$ cat src/core/exec_pkg.sv
package exec_pkg;
  // Overview of operation
  // - Return loads literal into accumulator, flags kept
  // - Return reloads counter from stack top, two cycles
  // - Power-down clears watchdog counter and prescaler
  // - Power-down sets expiry flag, clears powerdown flag
  // - Power-down sleeps, halts oscillator, keeps wake flag
  // - Rotate left through carry, only carry changes
  // - Rotate right through carry, only carry changes
  // - Destination bit selects accumulator or file register
  // - Subtract accumulator from file, update three flags
  // - Nibble exchange swaps halves, no flag changes
  // - Direction load accepts operand six, copies accumulator
  // - Literal XOR into accumulator, null flag only
  // - File XOR to destination, null flag only

  // Widths
  localparam int unsigned DATA_W  = 8;
  localparam int unsigned FADDR_W = 5;
  localparam int unsigned ST_W    = 6;

  // Instruction selects presented by the fetch path
  typedef enum logic [3:0] {
    OP_NOP   = 4'h0,
    OP_RET   = 4'h1,
    OP_SLEEP = 4'h2,
    OP_ROTL  = 4'h3,
    OP_ROTR  = 4'h4,
    OP_SUB   = 4'h5,
    OP_SWAP  = 4'h6,
    OP_DIR   = 4'h7,
    OP_XORL  = 4'h8,
    OP_XORF  = 4'h9
  } op_t;

  // Sequencer states
  typedef enum logic [2:0] {
    S_RUN = 3'h1,
    S_RET = 3'h2,
    S_SLP = 3'h4
  } fsm_t;

  // Status bit positions
  localparam int unsigned ST_CARRY  = 0;
  localparam int unsigned ST_HALF   = 1;
  localparam int unsigned ST_ZERO   = 2;
  localparam int unsigned ST_PDOWN  = 3;
  localparam int unsigned ST_EXPIRY = 4;
  localparam int unsigned ST_WAKE   = 5;

  // Only legal direction-load operand
  localparam logic [4:0] DIR_PORT_SEL = 5'h06;
  // Cycles taken by a return
  localparam int unsigned RET_CYCLES  = 2;

  // APB register byte addresses
  localparam logic [7:0] ADDR_ACC    = 8'h00;
  localparam logic [7:0] ADDR_STATUS = 8'h04;
  localparam logic [7:0] ADDR_DIR    = 8'h08;
  localparam logic [7:0] ADDR_CTRL   = 8'h0c;
  localparam int unsigned CTRL_RUN   = 0;

  // Reset values
  localparam logic [7:0] ACC_RST    = 8'h00;
  localparam logic [5:0] STATUS_RST = 6'h18;
  localparam logic [7:0] DIR_RST    = 8'hff;
  localparam logic       RUN_RST    = 1'b1;
endpackage : exec_pkg

$ cat src/core/exec_alu.sv
`timescale 1ns/1ns
module exec_alu (
  // Operation and operands
  input  wire exec_pkg::op_t   op_in,
  input  wire logic [7:0]      acc_in,
  input  wire logic [7:0]      file_in,
  input  wire logic [7:0]      lit_in,
  input  wire logic            carry_in,
  // Result and flags
  output logic      [7:0]      res_out,
  output logic                 carry_out,
  output logic                 half_out,
  output logic                 zero_out
);
  logic [8:0] diff;
  logic [4:0] ndiff;

  // Full and low-nibble differences for the subtract
  always_comb begin
    diff  = {1'b0, file_in} - {1'b0, acc_in};
    ndiff = {1'b0, file_in[3:0]} - {1'b0, acc_in[3:0]};
  end

  // Result select; carry is a no-borrow flag on subtract
  always_comb begin
    res_out   = file_in;
    carry_out = carry_in;
    half_out  = ~ndiff[4];
    unique case (op_in)
      exec_pkg::OP_ROTL: begin
        res_out   = {file_in[6:0], carry_in};
        carry_out = file_in[7];
      end
      exec_pkg::OP_ROTR: begin
        res_out   = {carry_in, file_in[7:1]};
        carry_out = file_in[0];
      end
      exec_pkg::OP_SUB: begin
        res_out   = diff[7:0];
        carry_out = ~diff[8];
      end
      exec_pkg::OP_SWAP: res_out = {file_in[3:0], file_in[7:4]};
      exec_pkg::OP_XORL: res_out = acc_in ^ lit_in;
      exec_pkg::OP_XORF: res_out = acc_in ^ file_in;
      exec_pkg::OP_RET:  res_out = lit_in;
      default:           res_out = file_in;
    endcase
    zero_out = (res_out == 8'h00);
  end
endmodule : exec_alu

$ cat src/core/instr_exec.sv
// Decided for this implementation: the placing of the registers and the APB register port.
`timescale 1ns/1ns
module instr_exec #(
  parameter int unsigned PC_W = 11
) (
  // Clock, reset and freeze
  input  wire logic                CORE_CLK_IN,
  input  wire logic                RST_IN,
  input  wire logic                CE_IN,
  // Instruction issue from fetch path
  input  wire logic                INSTR_VALID_IN,
  input  wire exec_pkg::op_t       INSTR_OP_IN,
  input  wire logic [7:0]          INSTR_LIT_IN,
  input  wire logic [4:0]          INSTR_FADDR_IN,
  input  wire logic                INSTR_DEST_IN,
  output logic                     INSTR_READY_OUT,
  // File register array
  input  wire logic [7:0]          FILE_RD_DATA_IN,
  output logic                     FILE_WE_OUT,
  output logic      [4:0]          FILE_WADDR_OUT,
  output logic      [7:0]          FILE_WDATA_OUT,
  // Program counter and stack
  input  wire logic [PC_W-1:0]     STACK_TOP_IN,
  output logic                     PC_LOAD_OUT,
  output logic      [PC_W-1:0]     PC_VALUE_OUT,
  // Power and watchdog
  input  wire logic                WAKE_IN,
  output logic                     WATCHDOG_CLEAR_OUT,
  output logic                     SLEEP_OUT,
  // Core state
  output logic      [7:0]          ACC_OUT,
  output logic      [5:0]          STATUS_OUT,
  output logic      [7:0]          PIN_DIRECTION_OUT,
  // APB slave
  input  wire logic                PSEL_IN,
  input  wire logic                PENABLE_IN,
  input  wire logic                PWRITE_IN,
  input  wire logic [7:0]          PADDR_IN,
  input  wire logic [31:0]         PWDATA_IN,
  output logic      [31:0]         PRDATA_OUT,
  output logic                     PREADY_OUT,
  output logic                     PSLVERR_OUT
);

  // Whole module state in one record
  typedef struct packed {
    exec_pkg::fsm_t  fsm;
    logic [7:0]      acc;
    logic [5:0]      status;
    logic [7:0]      pin_dir;
    logic            run_en;
    logic            pc_load;
    logic [PC_W-1:0] pc_val;
    logic            wdog_clr;
    logic            fwe;
    logic [4:0]      fwaddr;
    logic [7:0]      fwdata;
    logic [31:0]     prdata;
    logic            wake_m;
    logic            wake_s;
  } core_t;

  localparam core_t CORE_RST = '{
    fsm:      exec_pkg::S_RUN,
    acc:      exec_pkg::ACC_RST,
    status:   exec_pkg::STATUS_RST,
    pin_dir:  exec_pkg::DIR_RST,
    run_en:   exec_pkg::RUN_RST,
    pc_load:  1'b0,
    pc_val:   '0,
    wdog_clr: 1'b0,
    fwe:      1'b0,
    fwaddr:   5'h00,
    fwdata:   8'h00,
    prdata:   32'h0000_0000,
    wake_m:   1'b0,
    wake_s:   1'b0
  };

  core_t      st_r;
  core_t      st_nxt;
  logic       fire;
  logic       apb_acc;
  logic       apb_wr;
  logic [7:0] alu_res;
  logic       alu_carry;
  logic       alu_half;
  logic       alu_zero;

  // Address map check, used for the error response
  function automatic logic mapped(input logic [7:0] a);
    mapped = (a == exec_pkg::ADDR_ACC) || (a == exec_pkg::ADDR_STATUS) ||
             (a == exec_pkg::ADDR_DIR) || (a == exec_pkg::ADDR_CTRL);
  endfunction : mapped

  // Read mux; narrow registers sit in the low bits
  function automatic logic [31:0] reg_read(input logic [7:0] a, input core_t s);
    reg_read = 32'h0000_0000;
    if (a == exec_pkg::ADDR_ACC) begin
      reg_read[7:0] = s.acc;
    end else if (a == exec_pkg::ADDR_STATUS) begin
      reg_read[5:0] = s.status;
    end else if (a == exec_pkg::ADDR_DIR) begin
      reg_read[7:0] = s.pin_dir;
    end else if (a == exec_pkg::ADDR_CTRL) begin
      reg_read[exec_pkg::CTRL_RUN] = s.run_en;
    end
  endfunction : reg_read

  // Arithmetic and shuffling of operands
  exec_alu u_alu (
    .op_in                 (INSTR_OP_IN),
    .acc_in                (st_r.acc),
    .file_in               (FILE_RD_DATA_IN),
    .lit_in                (INSTR_LIT_IN),
    .carry_in              (st_r.status[exec_pkg::ST_CARRY]),
    .res_out               (alu_res),
    .carry_out             (alu_carry),
    .half_out              (alu_half),
    .zero_out              (alu_zero)
  );

  // Handshakes; freeze also stalls the bus and issue
  always_comb begin
    INSTR_READY_OUT = CE_IN && st_r.run_en && (st_r.fsm == exec_pkg::S_RUN);
    fire            = INSTR_VALID_IN && INSTR_READY_OUT;
    PREADY_OUT      = CE_IN;
    apb_acc         = PSEL_IN && PENABLE_IN && CE_IN;
    apb_wr          = apb_acc && PWRITE_IN;
    PSLVERR_OUT     = PSEL_IN && PENABLE_IN && !mapped(PADDR_IN);
  end

  // Next state; software writes first so hardware updates win
  always_comb begin
    st_nxt          = st_r;
    st_nxt.pc_load  = 1'b0;
    st_nxt.wdog_clr = 1'b0;
    st_nxt.fwe      = 1'b0;
    st_nxt.wake_m   = WAKE_IN;
    st_nxt.wake_s   = st_r.wake_m;
    if (apb_wr) begin
      if (PADDR_IN == exec_pkg::ADDR_ACC) begin
        st_nxt.acc = PWDATA_IN[7:0];
      end else if (PADDR_IN == exec_pkg::ADDR_STATUS) begin
        st_nxt.status = PWDATA_IN[5:0];
      end else if (PADDR_IN == exec_pkg::ADDR_CTRL) begin
        st_nxt.run_en = PWDATA_IN[exec_pkg::CTRL_RUN];
      end
    end
    // Read data captured in setup so it is a flop in access
    if (PSEL_IN && !PENABLE_IN) begin
      st_nxt.prdata = reg_read(PADDR_IN, st_r);
    end
    unique case (st_r.fsm)
      exec_pkg::S_RUN: begin
        if (fire) begin
          unique case (INSTR_OP_IN)
            exec_pkg::OP_RET: begin
              st_nxt.acc = INSTR_LIT_IN;
              st_nxt.fsm = exec_pkg::S_RET;
            end
            exec_pkg::OP_SLEEP: begin
              st_nxt.wdog_clr = 1'b1;
              st_nxt.status[exec_pkg::ST_EXPIRY] = 1'b1;
              st_nxt.status[exec_pkg::ST_PDOWN]  = 1'b0;
              st_nxt.fsm = exec_pkg::S_SLP;
            end
            exec_pkg::OP_ROTL, exec_pkg::OP_ROTR, exec_pkg::OP_SUB,
            exec_pkg::OP_SWAP, exec_pkg::OP_XORF: begin
              // Destination select for file operations
              if (INSTR_DEST_IN) begin
                st_nxt.fwe    = 1'b1;
                st_nxt.fwaddr = INSTR_FADDR_IN;
                st_nxt.fwdata = alu_res;
              end else begin
                st_nxt.acc = alu_res;
              end
              if (INSTR_OP_IN == exec_pkg::OP_ROTL || INSTR_OP_IN == exec_pkg::OP_ROTR) begin
                st_nxt.status[exec_pkg::ST_CARRY] = alu_carry;
              end
              if (INSTR_OP_IN == exec_pkg::OP_SUB) begin
                st_nxt.status[exec_pkg::ST_CARRY] = alu_carry;
                st_nxt.status[exec_pkg::ST_HALF]  = alu_half;
                st_nxt.status[exec_pkg::ST_ZERO]  = alu_zero;
              end
              if (INSTR_OP_IN == exec_pkg::OP_XORF) begin
                st_nxt.status[exec_pkg::ST_ZERO] = alu_zero;
              end
            end
            exec_pkg::OP_DIR: begin
              // Other operands are dropped silently
              if (INSTR_FADDR_IN == exec_pkg::DIR_PORT_SEL) begin
                st_nxt.pin_dir = st_r.acc;
              end
            end
            exec_pkg::OP_XORL: begin
              st_nxt.acc = alu_res;
              st_nxt.status[exec_pkg::ST_ZERO] = alu_zero;
            end
            default: begin
            end
          endcase
        end
      end
      exec_pkg::S_RET: begin
        // Second cycle of a return: fetch restarts at stack top
        st_nxt.pc_load = 1'b1;
        st_nxt.pc_val  = STACK_TOP_IN;
        st_nxt.fsm     = exec_pkg::S_RUN;
      end
      exec_pkg::S_SLP: begin
        // Only a synchronised wake ends sleep
        if (st_r.wake_s) begin
          st_nxt.fsm = exec_pkg::S_RUN;
        end
      end
      default: st_nxt.fsm = exec_pkg::S_RUN;
    endcase
  end

  // State register, frozen while the enable is low
  always_ff @(posedge CORE_CLK_IN) begin
    if (RST_IN) begin
      st_r <= CORE_RST;
    end else if (CE_IN) begin
      st_r <= st_nxt;
    end
  end

  // Outputs straight from flops; sleep is decoded from the state flops
  always_comb begin
    FILE_WE_OUT        = st_r.fwe;
    FILE_WADDR_OUT     = st_r.fwaddr;
    FILE_WDATA_OUT     = st_r.fwdata;
    PC_LOAD_OUT        = st_r.pc_load;
    PC_VALUE_OUT       = st_r.pc_val;
    WATCHDOG_CLEAR_OUT = st_r.wdog_clr;
    SLEEP_OUT          = (st_r.fsm == exec_pkg::S_SLP);
    ACC_OUT            = st_r.acc;
    STATUS_OUT         = st_r.status;
    PIN_DIRECTION_OUT  = st_r.pin_dir;
    PRDATA_OUT         = st_r.prdata;
  end

  // Same-cycle bus writes would overwrite what the data checks expect
  logic go_q;
  assign go_q = fire && !apb_wr;
endmodule : instr_exec

$ cat config.mk
export PLATFORM = sky130hd
export DESIGN_NAME = instr_exec
export DESIGN_NICKNAME = d
export VERILOG_FILES = /design/src/core/exec_pkg.sv /design/src/core/exec_alu.sv /design/src/core/instr_exec.sv
export SDC_FILE = /design/constraint.sdc
export NUM_CORES = 1
export LEC_CHECK = 0
export ABC_CLOCK_PERIOD_IN_PS = 3200
export BUFFER_PORTS_ARGS = -buffer_cell sky130_fd_sc_hd__buf_2
export CAP_MARGIN = 20
export CORE_AREA = 8 8 104 106
export CTS_CLUSTER_SIZE = 40
export DETAILED_ROUTE_END_ITERATION = 6
export DIE_AREA = 0 0 112 114
export PLACE_DENSITY = 0.81
export SLEW_MARGIN = 5
export SYNTH_ARGS = -nofsm -noshare
export SYNTH_HDL_FRONTEND = slang
export SYNTH_SLANG_ARGS = --single-unit
$ cat constraint.sdc
create_clock -name CORE_CLK_IN -period 3.2 [get_ports CORE_CLK_IN]
set_input_delay 0.48 -clock CORE_CLK_IN [delete_from_list [all_inputs] [get_ports CORE_CLK_IN]]
set_output_delay 0.48 -clock CORE_CLK_IN [all_outputs]
set_load 0.02 [all_outputs]
==> results_dict.tcl <==
set metrics [dict create \
    status "finished, final reports clean" \
    grt_pass1_vias 4152 \
    start_util 0.505 \
    worstHoldPathCells 3 \
    routabilityCongestion 0.907 \
    postCtsSetupBuffers 0 \
    wl_per_cell_um 18.5 \
    yosys.cell_types.count 69 \
    synthAdderAreaFrac 0.0283 \
    setup_ws_ns 0.457 \
    critPathKind "reg2reg" \
    yosysWarnings 0 \
    synthCells 563 \
    dp_slack_ns 0.268 \
    drt_wl_total_um 13600 \
    grt.total_usage 0.206 \
    cp_data_required_time_ns 3.45 \
    drive_gt1_frac 0.252 \
    endpoint_kind "register" \
    first_iter_violations 393 \
    numCtsBuffers 9 \
    synthToLayoutAreaGrowth_pct 8.38 \
    syn_area_um2 4600 \
    postSynthAreaPerCell_um2 8.17 \
    whs_endpoint "PC_VALUE_OUT[1]$_SDFFE_PP0P_" \
    rr_worst_depth 9 \
    die_width_um 112 \
    drc_errors 0 \
    overflow 0 \
    synth_edf_count 0 \
    worst-path-max-fanout 6 \
    nets 713 \
    die_h_um 114 \
    rows 35 \
    synth-seq-cells 63 \
    async_flop_share 0 \
    cp.arrival_ns 3.00 \
    synthSimpleGateAreaFrac 0.179 \
    slew_viol_final 0 \
    slowest_delay_ns 0.51 \
    layout_min_cycle_time_ns 2.74 \
    port_buffers 121 \
    cts_tree "yes" \
    cp_common_cell "o41ai_2" \
    synth_top_family_by_area "compound AO/OA/AOI/OAI gates" \
    rsz0062_at_grt "false" \
    hp-start "STACK_TOP_IN[1]" \
    drv_cap 0 \
    relSlewSlack 0.434 \
    vias 4198 \
    cts_sinks 63 \
    cellLeakagePower_nw 2.20 \
    dpl.cell_count 719 \
    fin_tns_setup_ns 0 \
    cts_hold_buf 0 \
    synth-compound-area-share 0.224 \
    clock_latency_ns 0.34 \
    synthMuxAreaShare 0.0965 \
    r2r-end "STATUS_OUT[2]$_SDFFE_PP0P_" \
    worst_slew_pin_slew_ns 0.836 \
    fin_crit_sh 0.857 \
    cp-start-kind "register" \
    ios 170 \
    hp-class "in2reg" \
    crit_chain "inv_1 -> ha_1 -> nor2b_1 -> o31a_1 -> o41ai_2 -> mux2i_1 -> a211oi_1 -> a21oi_1 -> o41ai_2" \
    vias_per_cell 5.71 \
    first_pass_iters 5 \
    reg2reg_from "ACC_OUT[1]$_SDFFE_PP0P_" \
    place_hpwl_um 10400 \
    grt_max_degree 38 \
    ant_nets 0 \
    dieArea_um2 12800 \
    hold_violations 0 \
    core_um2 9110 \
    ir_worst_vdd_uv 253 \
    ff_latch_area_um2 1260 \
    clkSlewWorstSetupHoldPaths_ns 0.08 \
    ctsResizeCount 0 \
    grt_pass1_wl_um 21200 \
    synth_flop_cell "dfxtp_1" \
    r2r_setup_slack_ns 0.46 \
    slowest_stage "a211oi_1" \
    cts_buffer_depth 2 \
    n_fill_cell 893 \
    setup_viol 0 \
    stdcell_count 735 \
    multi_input_area_um2 2610 \
    antenna_found_initial 0 \
    clock-skew-final_ns 0.0125 \
    p_per_area_nw_per_um2 391 \
    diodes 0 \
    fmax_mhz 365 \
    whs_ns 0.373 \
    synth_xor_area_frac 0.0209 \
    htreeDepth 3 \
    ys_seq_area_frac 0.274 \
    cts_root_buf "clkbuf_8" \
]
-- cell usage after synthesis (all sizes together) (2+ instances only) --
master	number	area [um^2]
clkbuf	14	52.6
a22oi	14	105
a31oi	2	12.5
o211ai	2	15.0
a211oi	6	45.0
xnor2	11	96.3
a21o	2	15.0
a221o	2	20.0
a21boi	2	15.0
nor4	5	46.3
and3	3	18.8
a22o	4	35.0
o22a	7	61.3
o21bai	4	30.0
o41ai	2	32.5
a21oi	37	185
o21ai	15	75.1
nor3	5	25.0
inv	14	52.6
ha	8	100
nor2b	17	106
o21a	5	37.5
a2bb2oi	5	43.8
buf	97	707
nand3b	3	22.5
nor3b	3	22.5
nand2	47	179
and2	2	12.5
o22ai	6	43.8
nand2b	13	88.8
a211o	10	87.6
nand4	2	12.5
mux2i	41	410
nand3	4	20.0
or2	2	12.5
nor2	54	203
a221oi	7	61.3
dfxtp	63	1260
-- layer usage --
layer,global-route usage,wire [um],part of all wire
met5,0,0,0
met4,0.0791,393,0.029
met3,0.0592,1190,0.088
met2,0.345,6420,0.47
met1,0.245,5580,0.41
-- layout by cell type, fill, tap and decap left out, types with 6 or more instances in the layout --
cell        n
a22oi_1    14
a21oi_1    37
conb_1     24
a211oi_1    6
nor2_1     54
a221oi_1    7
buf_2     121
xnor2_1    11
buf_4      12
ha_1        8
nor2b_1    17
clkbuf_8   11
o22a_1      7
a211o_1    10
nand2b_1   12
nand2_1    46
inv_1      14
dfxtp_1    63
o21ai_0    15
mux2i_1    41
-- report_power, final --
group	leakage (nW)	switching [mW]	internal, mW
registers	0.509	0.00715	0.792
clock network	0.114	0.305	0.481
logic	1.58	0.232	0.134
total	2.20	0.545	1.41
-- worst max-delay path: cells and delay by family, from the launching register on --
| family | cells | cell delay [ns] |
|---|---|---|
| mux | 1 | 0.15 |
| buf+inv | 1 | 0.12 |
| compound gates | 5 | 1.48 |
| flops | 1 | 0.47 |
| fa+ha+maj | 1 | 0.28 |
| simple gates | 1 | 0.14 |
-- area by class of cell --
class | count | area share
timing repair buffer | 133 | 0.140
sequential | 63 | 0.253
tap | 111 | 0.0279
inverter | 14 | 0.0105
clock inverter | 3 | 0.0130
multi-input combinational | 398 | 0.524
clock buffer | 13 | 0.0319
-- state kept, by name, indices dropped and copies added, names as in the netlist --
signal	cells
st_nxt	1
FILE_WDATA_OUT	8
PIN_DIRECTION_OUT	8
STATUS_OUT	6
ACC_OUT	8
PRDATA_OUT	8
st_r	5
PC_LOAD_OUT	1
FILE_WE_OUT	1
PC_VALUE_OUT	11
WATCHDOG_CLEAR_OUT	1
FILE_WADDR_OUT	5
-- worst max path at each step --
stage	start	endpoint	slack [ns]	depth (start not counted)
floorplan	FILE_RD_DATA_IN[0]	ACC_OUT[6]$_SDFFE_PP0P_	0.82	10
global placement	FILE_RD_DATA_IN[0]	ACC_OUT[6]$_SDFFE_PP0P_	0.33	11
detailed placement	FILE_RD_DATA_IN[0]	ACC_OUT[6]$_SDFFE_PP0P_	0.27	11
CTS	ACC_OUT[1]$_SDFFE_PP0P_	STATUS_OUT[2]$_SDFFE_PP0P_	0.49	9
global route	ACC_OUT[1]$_SDFFE_PP0P_	STATUS_OUT[2]$_SDFFE_PP0P_	0.27	9
finish	ACC_OUT[1]$_SDFFE_PP0P_	STATUS_OUT[2]$_SDFFE_PP0P_	0.46	9
-- through the flow --
step | utilization | area [um^2] | power, mW
finish | 0.547 | 4990 | 1.95
global route | 0.547 | 4990 | 2.02
CTS | 0.547 | 4990 | 1.96
detailed placement | 0.523 | 4760 | 1.17
global placement | 0.523 | 4760 | 1.17
floorplan | - | 4690 | 1.09
-- logic make-up after synthesis --
group	after synthesis
AOI/OAI and AO/OA	144
buffers and inverters	125
DFF	63
muxes	43
and+or+nand+nor	166
other	1
xor gates and xnor gates	11
adders and majority gates	10
No activity file was read; power rests on OpenSTA's default activity.
